===== src/rtl/dopd_defines.svh =====
// Constants for the digital output pattern driver.
// Assumes a 200 MHz system clock.
`ifndef DOPD_DEFINES_SVH
`define DOPD_DEFINES_SVH
`define DOPD_CLK_MHZ 200
`define DOPD_STEP_US 200
`define DOPD_STEP_CYCLES (`DOPD_STEP_US * `DOPD_CLK_MHZ)
`define DOPD_BUF_DEPTH 32
`define DOPD_NIB_W 4
`define DOPD_OUT_W 8
`define DOPD_OUT_RESET 8'h00
`define DOPD_CNT_W 16
`endif


===== src/rtl/dopd_pkg.sv =====
// Types for the digital output pattern driver.
// Used by the driver and its buffer store.
package dopd_pkg;
	typedef enum logic [1:0] {ST_IDLE, ST_DIRECT, ST_BUFFER} dopd_mode_t;
endpackage : dopd_pkg


===== src/rtl/dopd_if.sv =====
// Carrier between driver and its pattern store.
// Single clock domain.
`timescale 1ns/1ps
interface dopd_if;
	logic wr_en;
	logic [4:0] wr_addr;
	logic [3:0] wr_data;
	logic [4:0] rd_addr;
	logic [3:0] rd_data;
	modport ctrl(output wr_en, output wr_addr, output wr_data, output rd_addr, input rd_data);
	modport store(input wr_en, input wr_addr, input wr_data, input rd_addr, output rd_data);
endinterface : dopd_if


===== src/rtl/dopd_store.sv =====
// Circular pattern buffer storage, 32 nibbles.
// Written by the driver on the clock; read asynchronously by address.
`timescale 1ns/1ps
`include "dopd_defines.svh"
module dopd_store
	import dopd_pkg::*;
(
	input wire logic clk_in,
	input wire logic clk_en_in,
	dopd_if.store bus
);
	logic [`DOPD_NIB_W-1:0] mem_q [0:`DOPD_BUF_DEPTH-1];
	always_ff @(posedge clk_in)
	begin
		if (clk_en_in && bus.wr_en)
		begin
			mem_q[bus.wr_addr] <= bus.wr_data;
		end
	end
	assign bus.rd_data = mem_q[bus.rd_addr];
endmodule : dopd_store


===== src/rtl/dopd_driver.sv =====
// Digital output pattern driver: direct writes and buffered nibble playback.
// Assumes command interpreter and timebase on clk_in; tick is one-cycle pulse.
`timescale 1ns/1ps
`include "dopd_defines.svh"
module dopd_driver
	import dopd_pkg::*;
#(
	parameter int STEP_CYCLES = `DOPD_STEP_CYCLES
)
(
	input wire logic clk_in,
	input wire logic reset_in,
	input wire logic clk_en_in,
	input wire logic direct_valid_in,
	input wire logic [7:0] direct_data_in,
	output logic direct_ready_out,
	input wire logic load_start_in,
	input wire logic [5:0] load_count_in,
	input wire logic load_valid_in,
	input wire logic [3:0] load_data_in,
	input wire logic run_start_in,
	input wire logic [15:0] run_samples_in,
	input wire logic sample_tick_in,
	output logic [7:0] lines_out,
	output logic running_out
);
	dopd_if sif();
	dopd_store u_store (
		.clk_in(clk_in),
		.clk_en_in(clk_en_in),
		.bus(sif.store)
	);

	dopd_mode_t mode_q, mode_d;
	logic [7:0] lines_q, lines_d;
	logic [31:0] gap_q, gap_d;
	logic [5:0] count_q, count_d;
	logic [5:0] wptr_q, wptr_d;
	logic [4:0] rnext;
	logic [4:0] rptr_q, rptr_d;
	logic [15:0] left_q, left_d;
	logic first_q, first_d;

	function automatic logic [4:0] wrap_inc(input logic [4:0] p, input logic [5:0] n);
		if ({1'b0, p} + 6'h01 >= n)
		begin
			return 5'h00;
		end
		return p + 5'h01;
	endfunction : wrap_inc

	assign direct_ready_out = (gap_q == 32'h0000_0000) && (mode_q != ST_BUFFER);
	assign sif.wr_en = load_valid_in && (wptr_q < count_q);
	assign sif.wr_addr = wptr_q[4:0];
	assign sif.wr_data = load_data_in;
	assign rnext = first_q ? 5'h00 : wrap_inc(rptr_q, count_q);
	assign sif.rd_addr = rnext;
	assign lines_out = lines_q;
	assign running_out = (mode_q == ST_BUFFER);

	always_comb
	begin
		mode_d = mode_q;
		lines_d = lines_q;
		gap_d = gap_q;
		count_d = count_q;
		wptr_d = wptr_q;
		rptr_d = rptr_q;
		left_d = left_q;
		first_d = first_q;
		if (gap_q != 32'h0000_0000)
		begin
			gap_d = gap_q - 32'h0000_0001;
		end
		if (load_start_in)
		begin
			count_d = (load_count_in > 6'h20) ? 6'h20 : load_count_in;
			wptr_d = 6'h00;
		end
		else if (sif.wr_en)
		begin
			wptr_d = wptr_q + 6'h01;
		end
		case (mode_q)
			ST_IDLE, ST_DIRECT:
			begin
				if (direct_valid_in && direct_ready_out)
				begin
					lines_d = direct_data_in;
					gap_d = STEP_CYCLES[31:0] - 32'h0000_0001;
					mode_d = ST_DIRECT;
				end
				else if (run_start_in && count_q != 6'h00 && run_samples_in != 16'h0000)
				begin
					mode_d = ST_BUFFER;
					left_d = run_samples_in;
					rptr_d = 5'h00;
					first_d = 1'b1;
				end
			end
			ST_BUFFER:
			begin
				if (sample_tick_in)
				begin
					rptr_d = rnext;
					first_d = 1'b0;
					lines_d = {lines_q[7:4], sif.rd_data};
					left_d = left_q - 16'h0001;
					if (left_q == 16'h0001)
					begin
						mode_d = ST_IDLE;
					end
				end
			end
			default:
			begin
				mode_d = ST_IDLE;
			end
		endcase
	end

	always_ff @(posedge clk_in)
	begin
		if (reset_in)
		begin
			mode_q <= ST_IDLE;
			lines_q <= `DOPD_OUT_RESET;
			gap_q <= 32'h0000_0000;
			count_q <= 6'h00;
			wptr_q <= 6'h00;
			rptr_q <= 5'h00;
			left_q <= 16'h0000;
			first_q <= 1'b0;
		end
		else if (clk_en_in)
		begin
			mode_q <= mode_d;
			lines_q <= lines_d;
			gap_q <= gap_d;
			count_q <= count_d;
			wptr_q <= wptr_d;
			rptr_q <= rptr_d;
			left_q <= left_d;
			first_q <= first_d;
		end
	end

	direct_out_a: assert property (@(posedge clk_in) disable iff (reset_in)
		clk_en_in && direct_valid_in && direct_ready_out && mode_q != ST_BUFFER
		|=> lines_out == $past(direct_data_in))
		else $error("direct value not driven");
	direct_gap_a: assert property (@(posedge clk_in) disable iff (reset_in)
		clk_en_in && direct_valid_in && direct_ready_out && mode_q != ST_BUFFER
		|=> !direct_ready_out)
		else $error("direct spacing violated");
	upper_hold_a: assert property (@(posedge clk_in) disable iff (reset_in)
		mode_q == ST_BUFFER
		|=> lines_out[7:4] == $past(lines_out[7:4]))
		else $error("buffer touched upper lines");
	ptr_range_a: assert property (@(posedge clk_in) disable iff (reset_in)
		mode_q == ST_BUFFER
		|-> {1'b0, rptr_q} < count_q)
		else $error("pointer past count");
	count_max_a: assert property (@(posedge clk_in) disable iff (reset_in)
		clk_en_in && load_start_in
		|=> count_q <= 6'h20 && count_q <= $past(load_count_in))
		else $error("entry count not clamped");
	run_start_a: assert property (@(posedge clk_in) disable iff (reset_in)
		clk_en_in && !running_out && run_start_in && !(direct_valid_in && direct_ready_out)
		&& count_q != 6'h00 && run_samples_in != 16'h0000
		|=> running_out && left_q == $past(run_samples_in))
		else $error("run not started");
	run_end_a: assert property (@(posedge clk_in) disable iff (reset_in)
		clk_en_in && mode_q == ST_BUFFER && sample_tick_in && left_q == 16'h0001
		|=> mode_q == ST_IDLE)
		else $error("run did not end");
	pattern_hold_a: assert property (@(posedge clk_in) disable iff (reset_in)
		mode_q == ST_BUFFER && !sample_tick_in
		|=> $stable(lines_out))
		else $error("pattern changed without tick");
	freeze_hold_a: assert property (@(posedge clk_in) disable iff (reset_in)
		!clk_en_in
		|=> $stable(lines_out) && $stable(mode_q) && $stable(gap_q))
		else $error("state moved while disabled");
	reset_state_a: assert property (@(posedge clk_in)
		reset_in
		|=> lines_out == `DOPD_OUT_RESET && !running_out && direct_ready_out)
		else $error("reset state wrong");
	tick_adv_a: assert property (@(posedge clk_in) disable iff (reset_in)
		clk_en_in && mode_q == ST_BUFFER && sample_tick_in
		|=> rptr_q == ($past(first_q) ? 5'h00
		: ($past(rptr_q) == $past(count_q[4:0]) - 5'h01) ? 5'h00 : $past(rptr_q) + 5'h01))
		else $error("tick did not advance");
	tick_data_a: assert property (@(posedge clk_in) disable iff (reset_in)
		clk_en_in && mode_q == ST_BUFFER && sample_tick_in && !sif.wr_en
		|=> lines_out[3:0] == u_store.mem_q[rptr_q])
		else $error("entry not driven");
	load_ptr_a: assert property (@(posedge clk_in) disable iff (reset_in)
		clk_en_in && load_start_in
		|=> wptr_q == 6'h00)
		else $error("load not restarted");
endmodule : dopd_driver


===== config.mk =====
export PLATFORM = sky130hd
export DESIGN_NAME = dopd_driver
export DESIGN_NICKNAME = d
export VERILOG_FILES = /design/src/rtl/dopd_pkg.sv /design/src/rtl/dopd_if.sv /design/src/rtl/dopd_store.sv /design/src/rtl/dopd_driver.sv
export VERILOG_INCLUDE_DIRS = /design/src /design/src/rtl
export SDC_FILE = /design/constraint.sdc
export NUM_CORES = 1
export LEC_CHECK = 0
export ABC_AREA = 1
export BUFFER_PORTS_ARGS = -buffer_cell sky130_fd_sc_hd__buf_2
export CAP_MARGIN = 15
export CORE_MARGIN = 2
export CORE_UTILIZATION = 50
export DETAILED_ROUTE_END_ITERATION = 12
export PLACE_DENSITY = 0.78
export SKIP_LAST_GASP = 1
export SYNTH_ARGS = -nofsm -noshare
export SYNTH_HDL_FRONTEND = slang
export SYNTH_SLANG_ARGS = --single-unit
export TNS_END_PERCENT = 10

===== constraint.sdc =====
create_clock -name clk_in -period 7.6 [get_ports clk_in]
set_input_delay 0 -clock clk_in [delete_from_list [all_inputs] [get_ports clk_in]]
set_output_delay 0 -clock clk_in [all_outputs]
set_load 0.05 [all_outputs]

# --- Word-level counts from Yosys, hierarchy flattened ---
# Memories as Yosys holds them, arrays and structs flattened.
# Cells that the tools add are included.
word_totals:
  memories: 1
  ram_bits: 128
  romBits: 0
  word_cells: 81
  latchBits: 0
  register_bits: 76
  output_inout_bits: 10
op_classes:
  magnitude_cmp: 3
  shift: 0
  n_addsub: 5
  n_reduce_logical: 20
  multipliers: 0
  bitwise_logic: 1
  mux: 32
  n_eq_ne: 10
  div: 0
mem_list:
  columns: ["name", "depth", "width", "rd", "rd_ports_with_merged_regs", "wr", "line_no", "text"]
  rows:
  - ["u_store.mem_q", 32, 4, 1, 0, 1, "dopd_store.sv:12", "logic [`DOPD_NIB_W-1:0] mem_q [0:`DOPD_BUF_DEPTH-1];"]
op_table:
  columns: ["operator", "n"]
  rows:
  - ["32-bit 2-to-1 mux", 3]
  - ["16-bit 2-to-1 mux", 3]
  - ["32-bit logical NOT", 1]
  - ["16-bit one-hot mux with 2 select lines", 1]
  - ["32-bit nonzero test", 1]
  - ["32-bit by 1-bit subtractor with 32-bit output, second input constant", 1]
  - ["5-bit 2-to-1 mux", 6]
  - ["6-bit 2-to-1 mux", 3]
  - ["16-bit by 1-bit == test with 1-bit output, second input constant", 1]
  - ["8-bit one-hot mux with 2 select lines", 1]
  - ["16-bit nonzero test", 1]
  - ["16-bit by 1-bit subtractor with 16-bit output, second input constant", 1]
  - ["4-bit AND reduction", 3]
  - ["2-bit != test, second input constant", 5]
  - ["5-bit one-hot mux with 2 select lines", 1]
  - ["2-bit 2-to-1 mux", 4]
  - ["8-bit 2-to-1 mux", 1]
  - ["5-bit by 1-bit adder with 6-bit output, second input constant", 1]
  - ["6-bit by 1-bit adder with 6-bit output, second input constant", 1]
  - ["6-bit >= comparator", 1]
  - ["6-bit > comparator, second input constant", 1]
  - ["1-bit logical AND", 6]
  - ["6-bit < comparator", 1]
  - ["1-bit 2-to-1 mux", 6]
  - ["other kinds (15)", 17]

# --- Logic depth before layout (Yosys ltp) ---
# Gate-level depths: netlist of run 1.
# An unclocked memory read counts as a cell.
depth:
  depth_word: 8
  mapped_depth: 20

# --- Cells and area by module ---
# From an unflattened synthesis of run 1, not the netlist that was laid out.
hier_totals:
  hier_cells: 1289
  hier_area_um2: 10357.4
modules_own_cells:
  columns: ["module", "area_each_um2", "cells_each", "n_inst", "seq_area_each_um2"]
  rows:
  - ["dopd_store", 5420.2, 484, 1, 3843.7]
  - ["dopd_driver", 4937.2, 805, 1, 1521.5]

# --- Least setup slack after synthesis of run 1 ---
# No wires, ideal clock.
synth_timing:
  path_type: "register -> register"
  start: "register rptr_q[0]"
  end: "register lines_q[2], in the netlist lines_out[2]"
  n_path_buf: 1
  period_less_slack_ns: 2.574
  slack_ns: 5.026
  required_ns: 7.491
  path_stages_with_launch: 21
  arrival_time_ns: 2.465
  cell_sequence: "dfxtp_1 ha_1 nand3_1 xor2_1 inv_1 ha_1 nand2_1 inv_2 a21oi_4 nand3_4 inv_2 nand2_2 inv_2 buf_4 nand3_1 nand3_1 nand2_1 nand2_1 nand3_1 nand2_1 inv_1"
synth_via:
  elab_chain_cells: 8
synth_rtl:
  columns: ["element", "line_no", "text"]
  rows:
  - ["start: declaration", "dopd_driver.sv:40", "logic [4:0] rptr_q, rptr_d;"]
  - ["start signal: assignment", "dopd_driver.sv:142", "rptr_q <= rptr_d;"]
  - ["5-bit by 1-bit adder with 6-bit output", "dopd_driver.sv:45", "if ({1'b0, p} + 6'h01 >= n)"]
  - ["6-bit >= comparator", "dopd_driver.sv:45", null]
  - ["1-bit 2-to-1 mux", "dopd_driver.sv:45", null]
  - ["5-bit 2-to-1 mux (*)", "dopd_driver.sv:49", "return p + 5'h01;"]
  - ["5-bit 2-to-1 mux (*)", "dopd_driver.sv:56", "assign rnext = first_q ? 5'h00 : wrap_inc(rptr_q, count_q);"]
  - ["memory 32 x 4 bit (*)", null, null]
  - ["4-bit 2-to-1 mux (*)", "dopd_driver.sv:103", "if (sample_tick_in)"]
  - ["8-bit one-hot mux with 2 select lines (*)", "dopd_driver.sv:84", "case (mode_q)"]
  - ["end signal: assignment", "dopd_driver.sv:127", "lines_q <= `DOPD_OUT_RESET;"]
  - ["end signal: assignment", "dopd_driver.sv:138", "lines_q <= lines_d;"]
  - ["end: declaration", "dopd_driver.sv:35", "logic [7:0] lines_q, lines_d;"]
# Mark *: on every way between the ends. The rest lies on a longest branch, timed or not. The select of a mux whose other input is x is not followed.
# A chain may end at the register's enable or synchronous reset.

# --- Worst setup path in the final report of run 1 ---
layout_timing:
  start: "register rptr_q[0]"
  end: "register lines_q[1], in the netlist lines_out[1]"
# Same word-level chain as after synthesis.

==> results.md, run 1 <==
- Setup ws final: 3583 ps
- Seq cells post-synth: 204
- Reg power frac: 36.4%
- Post-synth EDFFs: 128
- Critical path, cell by cell: ha_1 -> nand3_1 -> xor2_1 -> inv_1 -> ha_1 -> nand2_1 -> inv_2 -> a21oi_4 -> buf_4 -> nand3_2 -> buf_4 -> nand2_1 -> nand3_1 -> nand3_1 -> nand3_1 -> nand2_1 -> nand2_1 -> nand3_1 -> nand2_1 -> inv_1
- Crit path max fanout: 41
- Routed length per instance: 16.20 µm
- Crit start category: flop
- Clk sinks: 204
- Setup CP Type: flop to flop
- Hpwl dp: 16190 µm
- Switching Fraction: 38.38%
- Post-synth net total: 1326
- First-pass GRT wire length: 42550 µm
- CTS clock-pin slew for the worst setup and hold paths: 60 ps
- RSZ-0062 raised after global routing: false
- Die H: 150.2 µm
- TritonCTS clock tree: done
- DRC: 0
- CTS Buf Count: 23
- Clock Power Share: 27.3%
- Num rows: 53
- Final Skew: 20.01 ps
- Initial antenna violation count: 0
- Largest net degree at the start of global routing: 62
- PD cells: 310.6 nW/µm²
- Critical path launch point: rptr_q[0]
- Lkg Pwr: 5.310 nW
- Number of nets with antenna violations after routing: 0
- Worst-Margin Slew: 807.8 ps
- CP max stage delay: 550 ps
- Area grow syn2layout: 14.02%
- Combinational Power Share: 36.3%
- Max Freq: 248.9 MHz
- Fin util: 58.00%
- R2R Setup Slk: 3580 ps
- MaxCap Viol Count: 0
- Sequential element share of the synthesized area: 50.18%
- DRT Pass-1 Iters: 5
- Syn Inst Count: 1264
- Area after DPL: 11090 µm²
- Drt total wl: 26400 µm
- Async set-reset flop share out of synthesis: 0%
- Setup-failing EPs final: 0
- H-tree levels: 1
- GRT Total Usage: 23.61%
- Via count of the routed design: 8904
- Final Wtd Congestion: 0.8922
- Hold_ws: 21.05 ps
- Most common cell after layout, fill and taps aside: inv_1
- Overflow after GRT: 0
- Worst vdd ir: 0.2849 mV
- Starting density of the core: 50.87%
- Die area: 22570 µm²
- Port bufs: 51
- Crit path DAT: 4460 ps
- Setup tns final: 0 ps
- Psw: 1.453 mW
- Cell area after layout: 12190 µm²
- CTS max path bufs: 3
- Status: completed
- Tightest Hold Check Type: input pin to flop
- Max Slew Vio Count: 0
- I/O pins: 52
- Critical Path RT: 8050 ps
- Cell-internal power: 2.333 mW
- Nets: 1401
- Synthesized cell area: 10690 µm²
- Hold Vio Cnt, Final: 0
- Buf/Inv on CP: 5
- Vias in the first global route: 8758
- Top delay family on crit path: simple AND/OR/NAND/NOR gates
- Post-CTS Setup Bufs: 0
- CP Capture Type: flop
- Clk Latency, worst-skew pair: 510 ps
- Crit Reg-Reg Endpoint: lines_out[1]
- Most frequent cells in the layout: inv_1 (213), nand2_1 (199), nand3_1 (173), edfxtp_1 (128), nor2_1 (125)
- Layout cell share with drive strength beyond 1: 12.10%
- Syn avg cell area: 8.459 µm²
- Chip Width: 150.2 µm
- Worst Setup EP: lines_out[1]
- Cells on worst reg2reg path: 20
- Clk root buf: clkbuf_16
- Initial DRC count: 721
- Period utilization: 52.86%
- Rel. slew slack: 46.02%
- Fin crit period: 4017 ps
- Ant diodes: 0
- Distinct cell type count after synthesis: 58
- Predominant post-synthesis flop cell: edfxtp_1
- Worst r2r src: rptr_q[0]
- Core area: 21020 µm²
- Dpl ws: 3693 ps
- DR vias/cell: 5.463
- Critical Path Stages: 20
- Slowest library cell on the worst path: nand3_2
- Yosys Warn Count: 0
flip-flops by register name (all words and copies together), names as in the netlist, 2 cells and up:
name	count
u_store.mem_q	128
gap_q	32
left_q	16
lines_out	8
count_q	6
wptr_q	6
rptr_q	5
mode_q	2
tightest hold or removal path: stages:
cell	delay, ps
buf_2	110
nand3_1	80
nand2_1	130
a21o_1	100
a21oi_1	50
power groups by stage:
stage | clock [mW] | combinational, mW | sequential, mW
floorplan | 0 | 1.07 | 1.40
global placement | 0 | 1.31 | 1.39
detailed placement | 0 | 1.33 | 1.40
CTS | 1.04 | 1.36 | 1.38
global route | 1.09 | 1.53 | 1.39
finish | 1.03 | 1.38 | 1.38
cells by family (layout without fill, tap and decap cells):
kind of cell	count (synthesis)	after routing	synth area share [%]
DFF	204	204	50.18
buffers and inverters	270	361	10.20
xor gates and xnor gates	27	27	2.212
muxes	1	1	0.09361
AOI/OAI and AO/OA	119	119	6.904
adders and majority gates	20	20	2.340
and+or+nand+nor	623	623	28.07
synth_stat cells, types with 6 or more instances:
cell type,number,area [µm²]
nand2_1,199,747.0
buf_2,20,100.1
nor2_1,125,469.2
xnor2_1,9,78.83
a21oi_1,43,215.2
inv_2,8,30.03
a21oi_2,15,131.4
nand3b_1,6,45.04
ha_1,20,250.2
dfxtp_1,76,1521
clkbuf_1,20,75.07
edfxtp_1,128,3844
nor3_1,16,80.08
nor4_1,8,50.05
nand4_1,41,256.5
a31oi_1,6,37.54
inv_1,213,799.5
xor2_1,18,157.7
o21ai_0,33,165.2
nand3_1,173,865.8
nand2_2,16,100.1
nor2_2,9,56.30
metal layers:
layer / track usage (%) / vias up / routed length [µm]
met2: 40.32 / 361 / 12890
met3: 3.636 / 61 / 1891
met5: 0 / - / 0
li1: - / 4327 / -
met1: 30.26 / 4155 / 10880
met4: 9.151 / 0 / 735
how the worst min path moves through the flow:
stage / startpoint / endpoint / slack, ps / cells after the start
3_5_place_dp: load_count_in[0] / count_q[0] / 270 / 3
6_report: direct_valid_in / gap_q[8] / 20 / 5
3_3_place_gp: load_count_in[0] / count_q[0] / 260 / 3
2_1_floorplan: load_data_in[0] / u_store.mem_q[0][0] / 100 / 0
4_1_cts: direct_valid_in / mode_q[0] / 1 / 6
5_1_grt: direct_valid_in / gap_q[1] / 50 / 5
per-stage QoR:
stage	total power [mW]	instances
after floorplan	2.469	1264
after global placement	2.704	1548
after detailed placement	2.726	1548
after CTS	3.775	1630
after global routing	4.014	1630
final	3.787	1630
cell type report:
| class | count | area, µm² |
|---|---|---|
| clock buffer | 25 | 583.1 |
| clock inverter | 16 | 111.4 |
| fill | 1793 | 8830 |
| inverter | 222 | 835.8 |
| multi-input combinational | 790 | 4242 |
| sequential | 204 | 5365 |
| tap | 275 | 344.1 |
| timing repair buffer | 98 | 710.7 |
what timing repair did:
action                                 in CTS  in global routing
hold buffers                               41                  0
resized for setup                           0                  0
endpoints found under the hold margin      36                  0
Power figures use the tool's default switching activity.
==> run 2, diff against run 1 <==
==> constraint.sdc (replaced) <==
create_clock -name clk_in -period 3.8 [get_ports clk_in]
set_input_delay 0 -clock clk_in [delete_from_list [all_inputs] [get_ports clk_in]]
set_output_delay 0 -clock clk_in [all_outputs]
set_load 0.05 [all_outputs]
==> run 2 against run 1 <==
Against the previous run:
- final cell count up 0.37%
- critical path depth up 1
- non-clock buffer count up 7
- routed wire length up 2.1%
- first-iteration DRC count up 17%
- clock power up 100%
- flip-flop and latch count unchanged
- combinational power up 100%
- design area up 0.78%
- register-to-register slack worse by 3200 ps
- global-route usage up 0.47 points
- critical path type unchanged
- highest routed layer unchanged
==> results.md, run 2 (same netlist as run 1, synthesis figures left out) <==
- Area grow syn2layout: 14.91% (was 14.02%)
- Crit start category: flop (unchanged)
- Max Slew Vio Count: 0 (unchanged)
- MaxCap Viol Count: 0 (unchanged)
- Hold Vio Cnt, Final: 0 (unchanged)
- Crit path max fanout: 16 (was 41)
- Core area: 21020 µm² (unchanged)
- Most frequent cells in the layout: inv_1 (213), nand2_1 (199), nand3_1 (173), edfxtp_1 (128), nor2_1 (125) (unchanged)
- Crit path top cell by count: nand3_1
- Post_cts resized: 0 (unchanged)
- Vias in the first global route: 8688 (was 8758)
- TritonCTS clock tree: done (unchanged)
- Clock Power Share: 27.6% (was 27.3%)
- Worst vdd ir: 0.6007 mV (was 0.2849 mV)
- First-pass GRT wire length: 43410 µm (was 42550 µm)
- Port bufs: 51 (unchanged)
- Fin util: 58.45% (was 58.00%)
- Initial antenna violation count: 0 (unchanged)
- DRC: 0 (unchanged)
- Most common cell after layout, fill and taps aside: inv_1 (unchanged)
- DRT Pass-1 Iters: 5 (unchanged)
- DR vias/cell: 5.526 (was 5.463)
- Switching Fraction: 38.04% (was 38.38%)
- Critical path, cell by cell: ha_1 -> nand3_1 -> xor2_1 -> inv_1 -> ha_1 -> nand2_1 -> inv_2 -> a21oi_4 -> buf_4 -> nand2_1 -> inv_1 -> buf_4 -> nand3_1 -> nand3_1 -> nand3_1 -> nand3_1 -> nand2_1 -> nand2_1 -> nand3_1 -> nand2_1 -> inv_1 (was ha_1 -> nand3_1 -> xor2_1 -> inv_1 -> ha_1 -> nand2_1 -> inv_2 -> a21oi_4 -> buf_4 -> nand3_2 -> buf_4 -> nand2_1 -> nand3_1 -> nand3_1 -> nand3_1 -> nand2_1 -> nand2_1 -> nand3_1 -> nand2_1 -> inv_1)
- Slowest library cell on the worst path: dfxtp_1 (was nand3_2)
- Clk sinks: 204 (unchanged)
- Routed length per instance: 16.48 µm (was 16.20 µm)
- Nets: 1407 (was 1401)
- Overflow after GRT: 0 (unchanged)
- Chip Width: 150.2 µm (unchanged)
- Tightest Hold Check Type: input pin to flop (unchanged)
- CP Capture Type: flop (unchanged)
- Die area: 22570 µm² (unchanged)
- Number of nets with antenna violations after routing: 0 (unchanged)
- Starting density of the core: 50.87% (unchanged)
- Psw: 2.910 mW (was 1.453 mW)
- Drt total wl: 26960 µm (was 26400 µm)
- Largest net degree at the start of global routing: 70 (was 62)
- Initial DRC count: 845 (was 721)
- Reg power frac: 36.1% (was 36.4%)
- Top delay family on crit path: buffers and inverters (was simple AND/OR/NAND/NOR gates)
- Die H: 150.2 µm (unchanged)
- Area after DPL: 11140 µm² (was 11090 µm²)
- Ant diodes: 0 (unchanged)
- Setup tns final: 0 ps (unchanged)
- Rel. slew slack: 47.05% (was 46.02%)
- Clk root buf: clkbuf_16 (unchanged)
- Cell-internal power: 4.741 mW (was 2.333 mW)
- PD cells: 622.7 nW/µm² (was 310.6 nW/µm²)
- Critical Path RT: 4200 ps (was 8050 ps)
- PnR Total Power: 7.651 mW (was 3.787 mW)
- Via count of the routed design: 9040 (was 8904)
- Cell area after layout: 12290 µm² (was 12190 µm²)
- GRT Total Usage: 24.08% (was 23.61%)
- Biggest registers after layout: u_store.mem_q (128), gap_q (32), left_q (16) (unchanged)
- Post-CTS Setup Bufs: 0 (unchanged)
- Biggest register: u_store.mem_q (unchanged)
- Final Skew: 17.72 ps (was 20.01 ps)
- CP max stage delay: 470 ps (was 550 ps)
- Max Freq: 293.8 MHz (was 248.9 MHz)
- Clk Latency, worst-skew pair: 510 ps (about the same)
- Setup CP Type: flop to flop (unchanged)
- RSZ-0062 raised after global routing: false (unchanged)
- Lkg Pwr: 5.353 nW (was 5.310 nW)
- Final Wtd Congestion: 0.9098 (was 0.8922)
- I/O pins: 52 (unchanged)
- Buf/Inv on CP: 6 (was 5)
- Worst-Margin Slew: 788.2 ps (was 807.8 ps)
- Layout cell share with drive strength beyond 1: 12.56% (was 12.10%)
- Setup-failing EPs final: 0 (unchanged)
- Status: completed (unchanged)
- Period utilization: 89.56% (was 52.86%)
- Hpwl dp: 17090 µm (was 16190 µm)
- Num rows: 53 (unchanged)
- CTS clock-pin slew for the worst setup and hold paths: 60 ps (about the same)
- Fin crit period: 3403 ps (was 4017 ps)
- CTS Buf Count: 22 (was 23)
- Max reg flops: 128 (unchanged)
- H-tree levels: 1 (unchanged)
- Combinational Power Share: 36.3% (about the same)
- Crit path DAT: 3810 ps (was 4460 ps)
- CTS max path bufs: 3 (unchanged)
[run 2: cell types whose count changed in the layout (fill, tap and decap cells not counted), moves of 2 or more]
cell,change
buf_4,+4
clkinv_1,-3
clkinvlp_4,+2
dlygate4sd3_1,+2
[run 2: repair_timing]
action / CTS / global route
endpoints found under the setup margin: 0 / 0
hold buffers: 43 / 0
endpoints found under the hold margin: 39 / 0
[run 2: cell type report]
type / count / area (µm²)
Multi-Input combinational cell: 790 / 4242
Clock buffer: 27 / 621.8
Timing Repair Buffer: 105 / 780.7
Inverter: 222 / 835.8
Fill cell: 1720 / 8735
Tap cell: 275 / 344.1
Clock inverter: 13 / 97.59
Sequential cell: 204 / 5365
[run 2: path summary, 6_finish.rpt]
check	startpoint	end	slack, ps	depth (start not counted)
worst max-delay path	rptr_q[0]	lines_out[2]	400	21
worst min-delay path	load_data_in[3]	u_store.mem_q[11][3]	90	1
worst max register to register	rptr_q[0]	lines_out[2]	400	21
worst min register to register	gap_q[6]	gap_q[6]	480	2
[run 2: per-layer routing]
layer	global-route usage [%]	share of wire, %
met3	3.879	7.3
met5	0	0
met1	31.17	41
met2	40.55	48
met4	9.481	3.2
[run 2: power groups by stage]
stage	clock (mW)	combinational (mW)	sequential, mW
floorplan	0	2.13	2.80
global placement	0	2.65	2.79
detailed placement	0	2.69	2.80
CTS	2.14	2.75	2.75
global route	2.23	3.10	2.78
finish	2.11	2.78	2.76
[run 2: worst register-to-register path: cells and delay by family (launching register included)]
kind                       cells  cell delay (ps)
and+or+nand+nor               11              920
xor gates and xnor gates       1              210
adders and majority gates      2              510
buffers and inverters          6              940
AOI/OAI and AO/OA              1              220
DFF                            1              470
[run 2: through the flow]
step / hold WS [ps] / setup WS (ps) / cells
floorplan: 98.87 / 1226 / 1264
global placement: 258.5 / 604.8 / 1553
detailed placement: 265.9 / 509.8 / 1553
CTS: 70.42 / 455.1 / 1636
global route: 97.54 / 122.8 / 1636
finish: 88.86 / 396.9 / 1636
